**config.mk**
```make
export PLATFORM = sky130hd
export DESIGN_NAME = dc_injection_brake_control
export DESIGN_NICKNAME = d
export VERILOG_FILES = /design/src/verilog/dc_injection_brake_control.v
export VERILOG_INCLUDE_DIRS = /design/src /design/src/pkg
export SDC_FILE = /design/constraint.sdc
export NUM_CORES = 1
export LEC_CHECK = 0
export BUFFER_PORTS_ARGS = -buffer_cell sky130_fd_sc_hd__buf_2
export CORE_ASPECT_RATIO = 1.1
export CORE_MARGIN = 1.5
export CORE_UTILIZATION = 54
export CTS_CLUSTER_DIAMETER = 100
export DETAILED_ROUTE_END_ITERATION = 12
export GPL_ROUTABILITY_DRIVEN = 0
export PLACE_DENSITY = 0.82
export SLEW_MARGIN = 10
export SYNTH_ARGS = -nofsm -noshare
export SYNTH_HDL_FRONTEND = slang
export SYNTH_SLANG_ARGS = --single-unit
```
**constraint.sdc**
```tcl
create_clock -name clk_sys -period 2.9 [get_ports clk_sys]
set_clock_uncertainty 0.1 [all_clocks]
set_input_delay 0 -clock clk_sys [delete_from_list [all_inputs] [get_ports clk_sys]]
set_output_delay 0 -clock clk_sys [all_outputs]
set_load 0.02 [all_outputs]
```
**src/pkg/dc_brake_regs.vh**
```
// Constants for the DC injection brake sequencer.
`ifndef DC_BRAKE_REGS_VH
`define DC_BRAKE_REGS_VH
// Mode selector codes.
`define MODE_OFF 2'h0
`define MODE_STOP 2'h1
`define MODE_FREQ 2'h2
// Trigger method codes.
`define TRIG_EDGE 1'h0
`define TRIG_LEVEL 1'h1
// Tick period in ms and clock rate in kHz; one tick is 0.1 s.
`define TICK_MS 100
`define CLK_KHZ 250000
`define TICK_CYCLES (`TICK_MS * `CLK_KHZ)
`define TICK_W 25
// Time fields count 0.1 s steps.
`define TIME_W 10
`define WAIT_MIN_TERM 10'h001
`define WAIT_MAX 10'h032
`define DUR_MAX 10'h258
// Levels in percent, frequency in 0.01 Hz, carrier in 0.1 kHz.
`define LEVEL_W 7
`define LEVEL_MAX 7'h64
`define FREQ_W 16
`define FREQ_MAX 16'h1770
`define CARR_W 8
`define CARR_MIN 8'h14
`define CARR_MAX 8'h96
// Reset defaults.
`define DEF_MODE 2'h1
`define DEF_THRESH 16'h0032
`define DEF_WAIT 10'h000
`define DEF_LEVEL 7'h32
`define DEF_DUR 10'h005
`define DEF_TRIG 1'h1
`define DEF_START_LEVEL 7'h00
`define DEF_START_DUR 10'h000
`define DEF_CARR 8'h32
`endif

```
**src/verilog/dc_injection_brake_control.v**
```verilog
// DC injection brake sequencer for a motor drive.
`timescale 1ns/1ps
`include "dc_brake_regs.vh"

// Function
// - Mode selector: 00 off, 01 brake on stop, 02 frequency detection; default 01.
// - Stop mode: after run drops and frequency falls below threshold, inject DC.
// - Threshold frequency from start frequency to 60.00 Hz, default 0.50 Hz.
// - Stop braking level 0 to 100 percent, default 50.
// - Stop braking duration 0.0 to 60.0 s, default 0.5, then injection ends.
// - Frequency mode brakes during forward run when output frequency reaches threshold.
// - Frequency mode ignores external brake terminal and stop braking.
// - Frequency mode: brake while reference below threshold, stop when reference and output both reach it.
// - Frequency mode: reference drop after forward run released does not brake.
// - Frequency mode: slowly rising reference brakes at start while below threshold.
// - Start braking level 0 to 100 percent, default 0.
// - Start braking duration 0.0 to 60.0 s, default 0.0 disables it.
// - Braking carrier 2.0 to 15.0 kHz, default 5.0.
// - Trigger method: 00 edge, 01 level; default level.
// - Level trigger: external brake terminal on applies braking, off applies none.
// - Terminal run: releasing external brake ramps frequency back up.
// - Keypad run: releasing external brake leaves output off.
// - Keypad run: external brake coasts for the delay, then brakes.
// - Terminal braking delay 0.1 to 5.0 s, level 0 to 100 percent.
module dc_injection_brake_control #(
  parameter TICK_CYCLES = `TICK_CYCLES
) (
  // Clock and reset
  input wire clk_sys,
  input wire rst_n,
  // Settings
  input wire [1:0] brake_mode_select,
  input wire [`FREQ_W-1:0] brake_threshold_freq,
  input wire [`FREQ_W-1:0] start_freq,
  input wire [`TIME_W-1:0] brake_wait_time,
  input wire [`LEVEL_W-1:0] brake_level,
  input wire [`TIME_W-1:0] brake_duration,
  input wire brake_trigger_method,
  input wire [`LEVEL_W-1:0] start_brake_level,
  input wire [`TIME_W-1:0] start_brake_duration,
  input wire [`CARR_W-1:0] brake_carrier_freq,
  // Run and brake inputs
  input wire forward_run_input,
  input wire reverse_run_input,
  input wire keypad_run,
  input wire ext_brake_input,
  input wire [`FREQ_W-1:0] freq_reference,
  input wire [`FREQ_W-1:0] output_freq,
  // Power stage requests
  output reg brake_active,
  output reg coast,
  output reg resume_ramp,
  output reg keypad_stop,
  output reg [`LEVEL_W-1:0] brake_force,
  output reg [`CARR_W-1:0] carrier_freq
);

  // ************************************************************
  // Setting clamps
  // ************************************************************
  // mode decode
  wire mode_stop = (brake_mode_select == `MODE_STOP);
  wire mode_freq = (brake_mode_select == `MODE_FREQ);
  wire [`FREQ_W-1:0] thr_hi = (brake_threshold_freq > `FREQ_MAX) ? `FREQ_MAX : brake_threshold_freq;
  wire [`FREQ_W-1:0] thresh = (thr_hi < start_freq) ? start_freq : thr_hi;
  wire [`TIME_W-1:0] wait_c = (brake_wait_time > `WAIT_MAX) ? `WAIT_MAX : brake_wait_time;
  wire [`TIME_W-1:0] wait_t = (wait_c < `WAIT_MIN_TERM) ? `WAIT_MIN_TERM : wait_c;
  wire [`LEVEL_W-1:0] lvl_c = (brake_level > `LEVEL_MAX) ? `LEVEL_MAX : brake_level;
  wire [`LEVEL_W-1:0] slvl_c = (start_brake_level > `LEVEL_MAX) ? `LEVEL_MAX : start_brake_level;
  wire [`TIME_W-1:0] dur_c = (brake_duration > `DUR_MAX) ? `DUR_MAX : brake_duration;
  wire [`TIME_W-1:0] sdur_c = (start_brake_duration > `DUR_MAX) ? `DUR_MAX : start_brake_duration;
  wire [`CARR_W-1:0] carr_lo = (brake_carrier_freq < `CARR_MIN) ? `CARR_MIN : brake_carrier_freq;
  wire [`CARR_W-1:0] carr_c = (carr_lo > `CARR_MAX) ? `CARR_MAX : carr_lo;

  wire term_run = forward_run_input | reverse_run_input;
  wire any_run = term_run | keypad_run;
  wire below = (output_freq < thresh);
  wire ref_below = (freq_reference < thresh);

  // ************************************************************
  // Tick generator
  // ************************************************************
  // A timer loaded mid-period sees its first tick early, so it ends after N-1 to N periods.
  reg [`TICK_W-1:0] tick_cnt;
  reg tick;
  always @(posedge clk_sys or negedge rst_n) begin
    if (!rst_n) begin
      tick_cnt <= {`TICK_W{1'b0}};
      tick <= 1'b0;
    end else if (tick_cnt == TICK_CYCLES[`TICK_W-1:0] - 1'b1) begin
      tick_cnt <= {`TICK_W{1'b0}};
      tick <= 1'b1;
    end else begin
      tick_cnt <= tick_cnt + 1'b1;
      tick <= 1'b0;
    end
  end

  // ************************************************************
  // Sequencer
  // ************************************************************
  localparam [6:0] S_IDLE = 7'h01;
  localparam [6:0] S_RUN = 7'h02;
  localparam [6:0] S_WAIT = 7'h04;
  localparam [6:0] S_STOPBR = 7'h08;
  localparam [6:0] S_STARTBR = 7'h10;
  localparam [6:0] S_EXTBR = 7'h20;
  localparam [6:0] S_FQBR = 7'h40;

  reg [6:0] state;
  reg [6:0] next_state;
  reg [`TIME_W-1:0] tcount;
  reg [`TIME_W-1:0] next_tcount;
  reg ext_prev;
  reg ext_latch;
  reg ext_keypad;
  reg next_ext_latch;
  reg next_ext_keypad;
  reg run_prev;

  wire ext_rise = ext_brake_input & ~ext_prev;
  // Edge mode latches a rising edge, so a short pulse starts a whole timed braking.
  // edge or level trigger
  wire ext_req = (brake_trigger_method == `TRIG_LEVEL) ? ext_brake_input : (ext_latch | ext_rise);
  wire run_rise = any_run & ~run_prev;
  wire tdone = (tcount == {`TIME_W{1'b0}});

  always @* begin
    next_state = state;
    next_tcount = (tick && !tdone) ? tcount - 1'b1 : tcount;
    next_ext_latch = ext_latch;
    next_ext_keypad = ext_keypad;
    if (ext_rise) begin
      next_ext_latch = 1'b1;
    end
    case (state)
      S_IDLE: begin
        if (mode_freq && forward_run_input && ref_below) begin
          next_state = S_FQBR;
        end else if (run_rise && mode_stop && sdur_c != {`TIME_W{1'b0}}) begin
          next_state = S_STARTBR;
          next_tcount = sdur_c;
        end else if (any_run) begin
          next_state = S_RUN;
        end
      end
      S_STARTBR: begin
        if (tdone) begin
          next_state = any_run ? S_RUN : S_IDLE;
        end
      end
      S_RUN: begin
        if (mode_freq) begin
          // no brake once forward run released
          if (forward_run_input && (below || ref_below)) begin
            next_state = S_FQBR;
          end else if (!any_run) begin
            next_state = S_IDLE;
          end
        end else if (ext_req) begin
          next_state = keypad_run ? S_WAIT : S_EXTBR;
          next_ext_keypad = keypad_run;
          next_tcount = wait_t;
        end else if (!any_run && mode_stop && below) begin
          next_ext_keypad = 1'b0;
          if (wait_c == {`TIME_W{1'b0}}) begin
            next_state = S_STOPBR;
            next_tcount = dur_c;
          end else begin
            next_state = S_WAIT;
            next_tcount = wait_c;
          end
        end else if (!any_run && !below) begin
          next_state = S_RUN;
        end else if (!any_run) begin
          next_state = S_IDLE;
        end
      end
      S_WAIT: begin
        if (mode_freq) begin
          next_state = any_run ? S_RUN : S_IDLE;
          next_ext_latch = 1'b0;
        end else if (tdone) begin
          next_state = ext_keypad ? S_EXTBR : S_STOPBR;
          next_tcount = dur_c;
        end
      end
      S_STOPBR: begin
        if (mode_freq) begin
          next_state = any_run ? S_RUN : S_IDLE;
        end else if (tdone) begin
          next_state = any_run ? S_RUN : S_IDLE;
        end
      end
      S_EXTBR: begin
        // frequency mode ignores the brake terminal
        if (mode_freq) begin
          next_state = any_run ? S_RUN : S_IDLE;
          next_ext_latch = 1'b0;
        end else if (!ext_req) begin
          next_state = (term_run && !ext_keypad) ? S_RUN : S_IDLE;
          next_ext_latch = 1'b0;
        // A new edge in the clearing cycle keeps the request latched.
        end else if (brake_trigger_method == `TRIG_EDGE && tdone && ext_latch && !ext_rise) begin
          next_ext_latch = 1'b0;
        end
      end
      S_FQBR: begin
        if (!mode_freq || !forward_run_input || (!ref_below && !below)) begin
          next_state = any_run ? S_RUN : S_IDLE;
        end
      end
      default: begin
        next_state = S_IDLE;
      end
    endcase
    if (!ext_brake_input && brake_trigger_method == `TRIG_LEVEL) begin
      next_ext_latch = 1'b0;
    end
  end

  always @(posedge clk_sys or negedge rst_n) begin
    if (!rst_n) begin
      state <= S_IDLE;
      tcount <= {`TIME_W{1'b0}};
      ext_prev <= 1'b0;
      ext_latch <= 1'b0;
      ext_keypad <= 1'b0;
      run_prev <= 1'b0;
    end else begin
      state <= next_state;
      tcount <= next_tcount;
      ext_prev <= ext_brake_input;
      ext_latch <= next_ext_latch;
      ext_keypad <= next_ext_keypad;
      run_prev <= any_run;
    end
  end

  // ************************************************************
  // Outputs
  // ************************************************************
  // Every braking state shares one flag, so the force and the flag switch together.
  wire next_braking = (next_state == S_STOPBR) || (next_state == S_STARTBR) ||
                      (next_state == S_EXTBR) || (next_state == S_FQBR);

  always @(posedge clk_sys or negedge rst_n) begin
    if (!rst_n) begin
      brake_active <= 1'b0;
      coast <= 1'b0;
      resume_ramp <= 1'b0;
      keypad_stop <= 1'b0;
      brake_force <= {`LEVEL_W{1'b0}};
      carrier_freq <= `DEF_CARR;
    end else begin
      brake_active <= next_braking;
      coast <= (next_state == S_WAIT);
      resume_ramp <= (state == S_EXTBR) && (next_state == S_RUN) && !mode_freq;
      keypad_stop <= (state == S_EXTBR) && (next_state == S_IDLE) && ext_keypad && !mode_freq;
      if (!next_braking) begin
        brake_force <= {`LEVEL_W{1'b0}};
      end else if (next_state == S_STARTBR) begin
        brake_force <= slvl_c;
      end else begin
        brake_force <= lvl_c;
      end
      carrier_freq <= carr_c;
    end
  end

endmodule // dc_injection_brake_control

```
==> results of run 1 <==
-- synth_stat cells (3+ instances only) --
master / instances / area [um^2]
a21o_1: 10 / 75.07
nor2_1: 64 / 240.2
clkbuf_1: 12 / 45.04
nand3_1: 34 / 170.2
mux2i_1: 4 / 40.04
nand3b_1: 4 / 30.03
ha_1: 44 / 550.5
a21oi_1: 42 / 210.2
xnor2_1: 16 / 140.1
dfstp_2: 4 / 105.1
o211ai_1: 9 / 67.56
a221o_1: 4 / 40.04
nand2_1: 63 / 236.5
a31oi_1: 12 / 75.07
o21ai_0: 52 / 260.3
nor4b_1: 3 / 26.28
nor2b_1: 15 / 93.84
or4_1: 4 / 30.03
o21a_1: 4 / 30.03
a21oi_2: 3 / 26.28
o311ai_1: 4 / 35.03
nand2b_1: 8 / 50.05
nor4_1: 7 / 43.79
xor2_1: 14 / 122.6
inv_1: 29 / 108.9
a22oi_1: 7 / 52.55
o21ai_1: 5 / 25.02
dfrtp_1: 62 / 1551
o22ai_1: 5 / 31.28
and3_1: 7 / 43.79
or3_1: 7 / 43.79
a211oi_1: 8 / 60.06
nand4_1: 14 / 87.58
nor3_1: 22 / 110.1
or2_2: 10 / 62.56
-- kinds of logic after synthesis --
family / after synthesis / synth area share (%)
other: 1 / 0.06975
AO/OA/AOI/OAI: 194 / 24.09
AND/OR/NAND/NOR: 276 / 26.09
multiplexers: 4 / 0.7447
XOR/XNOR: 30 / 4.887
buffers and inverters: 44 / 3.072
flip-flops: 66 / 30.81
adder cells (fa/ha/maj): 44 / 10.24
-- metrics by stage --
step	TNS (ns)	cell area, um^2
after floorplan	-58.18	5492
after global placement	-63.10	7082
after detailed placement	-70.60	7082
after CTS	-53.82	8239
-- timing repair --
item,4_1_cts
pin swaps,17
gates cloned,1
hold endpoints to repair,72
resized for setup,51
endpoints found under the setup margin,26
buffers inserted,37
hold buffers,49
-- layer usage --
| layer | global-route usage (%) | GRT overflow |
|---|---|---|
| met1 | 65.02 | 0 |
| met2 | 89.90 | 37 |
| met3 | 49.55 | 1 |
| met4 | 74.85 | 31 |
| met5 | 12.31 | 0 |
==> key figures, run 1 <==
Floorplanning
  • # rows: 38
  • Die span in y: around 110 um
  • Die W: around 98 um
  • Initial Utilization: a little over half
  • Io pins: 144

Clock network
  • Root Buffer Master: clkbuf_8
  • TritonCTS Buffers: 9
  • CTS sink cnt: 66
  • H-tree depth: 3
  • Clock Path Buffers: 2

Outcome
  • Stop stage: global routing
  • Status: stopped before the end
  • Error msg: [ERROR GRT-0232] Routing congestion too high. Check the congestion heatmap in the GUI.

Logic synthesis
  • Unique masters post-synth: 74
  • Gate Count Post-Synth: 659
  • FFs w/ async S/R, synth: 100.0%
  • Synthesized cell area: 5376 um^2
  • Flops & latches, synth: 66
  • Sequential area share after synthesis: a little under a third
  • Post-synthesis average cell area: between 8 and 9 um^2
  • Warning count from the yosys run: 0
  • Synth Flop Type: dfrtp_1
  • Number of flops mapped to enable cells by yosys: 0

GRT
  • Grt ovf: 69
  • Total GRT Usage: between 60% and 70%
  • Largest net degree at the start of global routing: 45

Placement
  • Detailed-placement wirelength estimate: 14.19 mm
  • DP Worst Slack: -2.815 ns
  • Placed cell count: 1,015
  • Number of port buffers: 143

Timing
  • Kind of the worst endpoint: sequential cell input
  • Worst_ep grt: brake_force[1]$_DFF_PN0_/D
==> inputs of run 2 (changes only) <==
--- a/config.mk
+++ b/config.mk
@@ -7,13 +7,11 @@
 export NUM_CORES = 1
 export LEC_CHECK = 0
 export BUFFER_PORTS_ARGS = -buffer_cell sky130_fd_sc_hd__buf_2
-export CORE_ASPECT_RATIO = 1.1
 export CORE_MARGIN = 1.5
-export CORE_UTILIZATION = 54
-export CTS_CLUSTER_DIAMETER = 100
+export CORE_UTILIZATION = 40
 export DETAILED_ROUTE_END_ITERATION = 12
 export GPL_ROUTABILITY_DRIVEN = 0
-export PLACE_DENSITY = 0.82
+export PLACE_DENSITY_LB_ADDON = 0.15
 export SLEW_MARGIN = 10
 export SYNTH_ARGS = -nofsm -noshare
 export SYNTH_HDL_FRONTEND = slang
==> run 2 against run 1 <==
Synthesized cell count did not move. Synthesized area did not move. The flow now finishes, with violations (setup timing).
==> key figures, run 2 <==
Timing
  • Fin. max-slew vios: 0
  • Slew margin rel.: a little over two fifths
  • Setup-failing EPs final: 26
  • Fmax: ~190 MHz
  • Worst slew pin tran: 0.8607 ns
  • Crit share post-route: 184.7%
  • Final hold slack: between 0.03 and 0.04 ns
  • Final worst slack: -2.455 ns
  • Unrepaired setup endpoints after global routing: yes
  • Count of final hold-check violations: 0
  • Period minus WS final: approximately 5.4 ns

Floorplanning
  • Die area: 14,150 um^2
  • # rows: 42 (+11%)
  • Die W: 118.9 um (+21%)
  • Initial Utilization: 40.76% (-14 points)
  • Io pins: 144 (unchanged)
  • Die span in y: 118.9 um (+10%)
  • Core area: around 13,000 um^2

Critical path
  • Worst r2r path cells: 9
  • CP arrival: between 5 and 6 ns
  • Worst r2r src: state[5]$_DFF_PN0_
  • CP bufs+invs: 6
  • Required @ worst endpoint: 3.02 ns
  • Worst R2R End: tcount[2]$_DFF_PN0_
  • Worst path slowest cell: or4_4
  • Reg2reg setup slack: -0.07 ns
  • Crit Path Class: in2reg
  • Crit path max fanout: 4
  • Startpoint Class: primary input
  • Top delay family on crit path: compound AO/OA/AOI/OAI gates
  • Worst path max stage delay: between 0.5 and 0.6 ns
  • CP Capture Type: flip-flop

GRT
  • Number of global-route vias before repair: between 6,000 and 7,000
  • Grt ovf: 0
  • Antenna violations before repair: 0
  • Total GRT Usage: between 20 and 30%
  • First-pass GRT wire length: ~32 mm
  • Largest net degree at the start of global routing: 67

Logic synthesis
  • Area contributors post-synth: dfrtp_1 (29%), ha_1 (10%), o21ai_0 (4.8%)
  • Cell taking the most area after synthesis: dfrtp_1
  • Warning count from the yosys run: 0 (unchanged)
  • Sequential area share after synthesis: 30.81% (unchanged)
  • FFs w/ async S/R, synth: 100.0% (unchanged)
  • Synth top cells by count: nor2_1 (64), nand2_1 (63), dfrtp_1 (62), o21ai_0 (52), ha_1 (44)
  • Post-synthesis average cell area: 8.158 um^2 (unchanged)
  • Synthesized cell area: 5376 um^2 (unchanged)
  • Most frequent cell after synthesis: nor2_1
  • Flops & latches, synth: 66 (unchanged)
  • Unique masters post-synth: 74 (unchanged)
  • Synth Flop Type: dfrtp_1
  • Number of flops mapped to enable cells by yosys: 0 (unchanged)
  • Gate Count Post-Synth: 659 (unchanged)
  • Share of the synthesized area in the top cell type: 28.86% (unchanged)

Outcome
  • Violations in the final reports: setup timing
  • Status: finished, violations left

Placement
  • Detailed-placement wirelength estimate: 13.86 mm (-2.3%)
  • Area after DPL: 7179 um^2 (+1.4%)
  • Number of port buffers: 143 (unchanged)

Job
  • Max cap viols: 0

Power
  • Overall power: between 4000 and 5000 uW
  • Power Dens Cells: between 400 and 500 nW/um^2
  • Worst vdd ir: between 0.0003 and 0.0004 V
  • LEAKAGE: a little over 0.004 uW

Layout
  • Storage cell area: approximately 1700 um^2
  • Largest Register: tick_cnt
  • Share of layout cells above drive strength 1: between 40% and 50%
  • Post-route cell area: 8823 um^2
  • Fill cells: approximately 1,100
  • Commonest non-fill, non-tap cells in the layout: buf_2 (142), buf_4 (139), dfrtp_1 (62)
  • N_diodes: 0
  • Commonest non-fill, non-tap cell in the layout: buf_2
  • Max reg flops: 25
  • Multi-input logic area: 4114 um^2
  • Largest registers: tick_cnt: 25 flops, tcount: 10 flops, carrier_freq: 8 flops
  • Area grow syn2layout: 64.11%
  • Final Net Count: about 1,200

Min path
  • Hold Crit Depth: 5
  • Hold path startpoint: brake_wait_time[3]
  • Hold WC Path Type: in2reg
  • Hold Crit Endpoint: tcount[3]$_DFF_PN0_

Clock network
  • Clock slew at reported path FFs: approximately 0.060 ns
  • H-tree depth: 3 (unchanged)
  • CTS sink cnt: 66 (unchanged)
  • CTS tree: done
  • Clk Latency, worst-skew pair: between 0.3 and 0.4 ns
  • TritonCTS Buffers: 9 (unchanged)
  • Root Buffer Master: clkbuf_16
  • Clock Path Buffers: 2 (unchanged)

Detailed routing
  • DR iter-0 viols: ~520
  • Pre-antenna DRT Iters: 6
  • DR vias/cell: between 5 and 6
  • DRT antenna net count: 0
  • Drt drc: 0
  • Via count: 6,625
  • DRT Wirelength: 19.58 mm
  • DR WL/cell: 16.55 um
run 2: cell counts after synthesis:
No cell type changed its count.
run 2: per-stage QoR:
step | setup WS [ns] | std cells | TNS [ns] | utilization [%]
finish | -2.455 | 1183 | -60.89 | 66.89
global route | -2.711 | 1183 | -67.61 | 66.89
CTS | -2.264 | 1181 | -56.15 | 65.66
detailed placement | -2.745 | 1073 | -68.40 | 54.43
global placement | -2.570 | 1073 | -64.60 | 54.43
floorplan | -2.415 | 661 | -58.18 | -
run 2: worst max-delay path by stage:
stage                                  startpoint                       end  slack (ns)  cells after the start
after floorplan           brake_threshold_freq[0]       tcount[7]$_DFF_PN0_       -2.42                     26
after global placement    brake_threshold_freq[0]       tcount[5]$_DFF_PN0_       -2.57                     25
after detailed placement  brake_threshold_freq[0]       tcount[5]$_DFF_PN0_       -2.75                     25
after CTS                 brake_threshold_freq[0]       tcount[1]$_DFF_PN0_       -2.26                     27
after global routing      brake_threshold_freq[0]  brake_force[1]$_DFF_PN0_       -2.71                     29
final                     brake_threshold_freq[0]       tcount[8]$_DFF_PN0_       -2.45                     28
run 2: layout make-up:
class                   instances  share of cell area, %
multi-input cells             552                  46.63
flip-flops and latches         66                  18.77
clock inverters                 7                 0.9217
inverters                      31                  1.347
repair inverters                1                0.08508
repair buffers                341                  27.20
clock buffers                   9                  2.552
well taps                     176                  2.496
run 2: worst min-delay path, delay by kind of cell:
family / cells / cell delay [ns]
and+or+nand+nor: 1 / 0.06
buffers and inverters: 1 / 0.11
AOI/OAI and AO/OA: 2 / 0.15
muxes: 1 / 0.13
run 2: metal layers:
layer | vias up | routed length, um | GRT usage, %
met4 | 0 | 749 | 11.75
met3 | 77 | 1339 | 3.927
met5 | - | 0 | 0
met1 | 3065 | 8101 | 35.26
li1 | 3129 | - | -
met2 | 354 | 9390 | 47.86
run 2: cells by family after synthesis:
logic type      Yosys count  synth area share [%]
compound gates          194                 24.09
buf+inv                  44                 3.072
other cells               1               0.06975
xor+xnor                 30                 4.887
fa+ha+maj                44                 10.24
flops                    66                 30.81
simple gates            276                 26.09
mux                       4                0.7447
run 2: power breakdown:
group	internal (uW)	switching, uW	leakage [uW]
clock	679	450	0.000147
combinational	815	961	0.00312
sequential	1020	99.2	0.000867
run 2: what timing repair did:
action                                  CTS  global route
gates cloned                              3             0
endpoints found under the setup margin   26            26
pin swaps                                44            27
gates resized for setup                  78            28
endpoints found under the hold margin    92             0
hold buffers                             49             0
setup buffers                            42             9
No activity file was read; power rests on OpenSTA's default activity.
==> inputs of run 3 (changes only) <==
--- a/config.mk
+++ b/config.mk
@@ -8,7 +8,7 @@
 export LEC_CHECK = 0
 export BUFFER_PORTS_ARGS = -buffer_cell sky130_fd_sc_hd__buf_2
 export CORE_MARGIN = 1.5
-export CORE_UTILIZATION = 40
+export CORE_UTILIZATION = 50
 export DETAILED_ROUTE_END_ITERATION = 12
 export GPL_ROUTABILITY_DRIVEN = 0
 export PLACE_DENSITY_LB_ADDON = 0.15
==> constraint.sdc (replaced) <==
create_clock -name clk_sys -period 2.9 [get_ports clk_sys]
set_clock_uncertainty 0.1 [all_clocks]
set_input_delay 0.145 -clock clk_sys [delete_from_list [all_inputs] [get_ports clk_sys]]
set_output_delay 0.145 -clock clk_sys [all_outputs]
set_load 0.02 [all_outputs]
==> run 3 against run 2 <==
Largest cell class unchanged. Flip-flop and latch count unchanged. First-iteration DRC count decreased by 19%. The flow still finishes with violations (setup timing). Sequential share of layout area increased by 1.4 points. Combinational power decreased by 4%. Critical path depth stayed put. Non-clock buffer count shrank 50.
==> key figures, run 3 (same netlist as run 2, synthesis figures left out) <==
Clock network
  • CTS sink cnt: 66 (unchanged)
  • H-tree depth: 3 (unchanged)
  • Clock Path Buffers: 2 (unchanged)
  • Clk Latency, worst-skew pair: 0.34 ns (about the same)
  • Root Buffer Master: clkbuf_8
  • CTS tree: done
  • Clock slew at reported path FFs: 0.08 ns (+0.02 ns)
  • TritonCTS Buffers: 9 (unchanged)

Critical path
  • Worst path max stage delay: 0.54 ns (about the same)
  • Worst R2R End: tcount[5]$_DFF_PN0_
  • Worst r2r src: state[4]$_DFF_PN0_
  • Worst path slowest cell: or4_4
  • Worst r2r path cells: 10 (+1)
  • CP arrival: 5.63 ns (+0.16 ns)
  • Reg2reg setup slack: 0.04 ns (+0.11 ns)
  • Crit path max fanout: 8 (+4)
  • CP Capture Type: flip-flop
  • Required @ worst endpoint: 3.03 ns (about the same)
  • Crit Path Class: in2reg
  • Startpoint Class: primary input

Floorplanning
  • Core area: 10,370 um^2 (-21%)
  • Io pins: 144 (unchanged)
  • Die area: 11,380 um^2 (-20%)
  • Die W: 106.7 um (-10%)
  • Initial Utilization: 51.85% (+11 points)
  • Die span in y: 106.7 um (-10%)
  • # rows: 37 (-12%)

Power
  • LEAKAGE: 0.003868 uW (-6.3%)
  • Switching part of the total power: 38.54% (+0.99 points)
  • Sequential power share: 30.1% (+2.3 points)
  • Overall power: 3716 uW (-7.6%)
  • Net switching power: 1432 uW (-5.2%)
  • Worst vdd ir: 0.0003228 V (+5.9%)
  • Power Dens Cells: 453.1 nW/um^2 (-0.60%)
  • Gate power share: 46.1% (+2.0 points)
  • Cell internal pwr: 2284 uW (-9.1%)
  • Clock power share: 23.9% (-4.2 points)

GRT
  • Number of global-route vias before repair: 6,517 (-4.5%)
  • Largest net degree at the start of global routing: 58 (-13%)
  • Antenna violations before repair: 0 (unchanged)
  • First-pass GRT wire length: 29.89 mm (-6.9%)
  • Grt ovf: 0 (unchanged)
  • Total GRT Usage: 32.92% (+5.0 points)

Min path
  • Hold path startpoint: brake_duration[6]
  • Hold Crit Endpoint: tcount[6]$_DFF_PN0_
  • Hold WC Path Type: in2reg
  • Hold Crit Depth: 3 (-2)

Timing
  • Final worst slack: -2.604 ns (-0.1493 ns)
  • Setup TNS: -64.35 ns (-3.465 ns)
  • Crit share post-route: 189.8% (+5.1 points)
  • Setup-failing EPs final: 26 (unchanged)
  • Period minus WS final: 5.504 ns (+0.1493 ns)
  • Unrepaired setup endpoints after global routing: yes
  • Fmax: 181.7 MHz (-2.7%)
  • Slew margin rel.: 50.74% (+8.1 points)
  • Worst slew pin tran: 0.7354 ns (-0.1252 ns)
  • Count of final hold-check violations: 0 (unchanged)
  • Fin. max-slew vios: 0 (unchanged)

Outcome
  • Violations in the final reports: setup timing
  • Status: finished, violations left

Layout
  • Post-route cell area: 8202 um^2 (-7.0%)
  • Fill cells: 685 (-36%)
  • Area grow syn2layout: 52.55%
  • Largest registers: tick_cnt: 25 flops, tcount: 10 flops, carrier_freq: 8 flops
  • N_diodes: 0 (unchanged)
  • Final Net Count: 1,120 (-4.4%)
  • Commonest non-fill, non-tap cells in the layout: buf_2 (142), buf_4 (106), dfrtp_1 (62)
  • Commonest non-fill, non-tap cell in the layout: buf_2
  • Share of layout cells above drive strength 1: 39.44% (-1.4 points)
  • Max reg flops: 25 (unchanged)
  • Largest Register: tick_cnt

Detailed routing
  • Pre-antenna DRT Iters: 7 (+1)
  • Drt drc: 0 (unchanged)
  • Via count: 6,620 (-0.075%)
  • DRT Wirelength: 19.63 mm (+0.26%)
  • DR WL/cell: 17.98 um (+8.6%)
  • DRT antenna net count: 0 (unchanged)
  • DR vias/cell: 6.062 (+8.3%)
  • DR iter-0 viols: 422 (-19%)

Job
  • Max cap viols: 0 (unchanged)

Placement
  • Detailed-placement wirelength estimate: 13.84 mm (-0.20%)
  • Area after DPL: 7077 um^2 (-1.4%)
  • Number of port buffers: 143 (unchanged)
==> run 3: final cells by class <==
type,count,area (um^2),share of cell area [%]
tap,136,170.2,2.075
multi-input combinational,552,4061,49.52
sequential,66,1657,20.20
clock inverter,6,90.09,1.098
timing repair buffer,291,1967,23.98
inverter,31,118.9,1.449
clock buffer,10,137.6,1.678
==> run 3: worst max-delay path: cells and delay by family <==
kind / cells / cell delay, ns
AOI/OAI and AO/OA: 13 / 2.33
adders and majority gates: 2 / 0.58
buffers and inverters: 5 / 0.70
and+or+nand+nor: 8 / 1.89
==> run 3: layer usage <==
metal | share of wire, % | vias to the layer above | GRT usage [%]
met1 | 39 | 3136 | 39.33
met5 | 0 | - | 0
met2 | 49 | 363 | 56.55
met4 | 4.6 | 0 | 17.14
met3 | 7.2 | 87 | 5.775
li1 | - | 3034 | -
==> run 3: how the worst max path moves through the flow <==
| stage | from | end | slack, ns | cells after the start |
|---|---|---|---|---|
| after floorplan | brake_threshold_freq[0] | tcount[7]$_DFF_PN0_ | -2.56 | 26 |
| after global placement | brake_threshold_freq[0] | tcount[5]$_DFF_PN0_ | -2.69 | 25 |
| after detailed placement | brake_threshold_freq[0] | tcount[5]$_DFF_PN0_ | -2.94 | 25 |
| after CTS | brake_threshold_freq[3] | tcount[7]$_DFF_PN0_ | -2.40 | 27 |
| after global routing | brake_threshold_freq[3] | tcount[5]$_DFF_PN0_ | -2.74 | 27 |
| final | brake_threshold_freq[3] | tcount[1]$_DFF_PN0_ | -2.60 | 28 |
==> run 3: per-stage QoR <==
stage                     utilization, %  setup slack, ns  std cells  hold WS (ns)
after global placement             68.24           -2.692       1026      -0.07398
after CTS                          76.91           -2.399       1085      0.004293
after detailed placement           68.24           -2.941       1026      -0.07141
after global routing               79.09           -2.742       1092       0.01891
after floorplan                        -           -2.560        661       -0.2506
final                              79.09           -2.604       1092      0.006669
==> run 3: timing repair <==
item,CTS,global route
hold buffers,29,0
gates cloned,1,1
setup endpoints to repair,26,26
gates resized for setup,67,33
hold endpoints to repair,82,0
setup buffers,13,7
pin swaps,43,33
==> run 3: power by group through the flow <==
| stage | clock network, uW | registers (uW) | logic (uW) |
|---|---|---|---|
| after CTS | 893 | 1110 | 1560 |
| after detailed placement | 0 | 1130 | 1410 |
| after floorplan | 0 | 1110 | 839 |
| final | 887 | 1120 | 1710 |
| after global placement | 0 | 1130 | 1360 |
| after global routing | 929 | 1130 | 1820 |
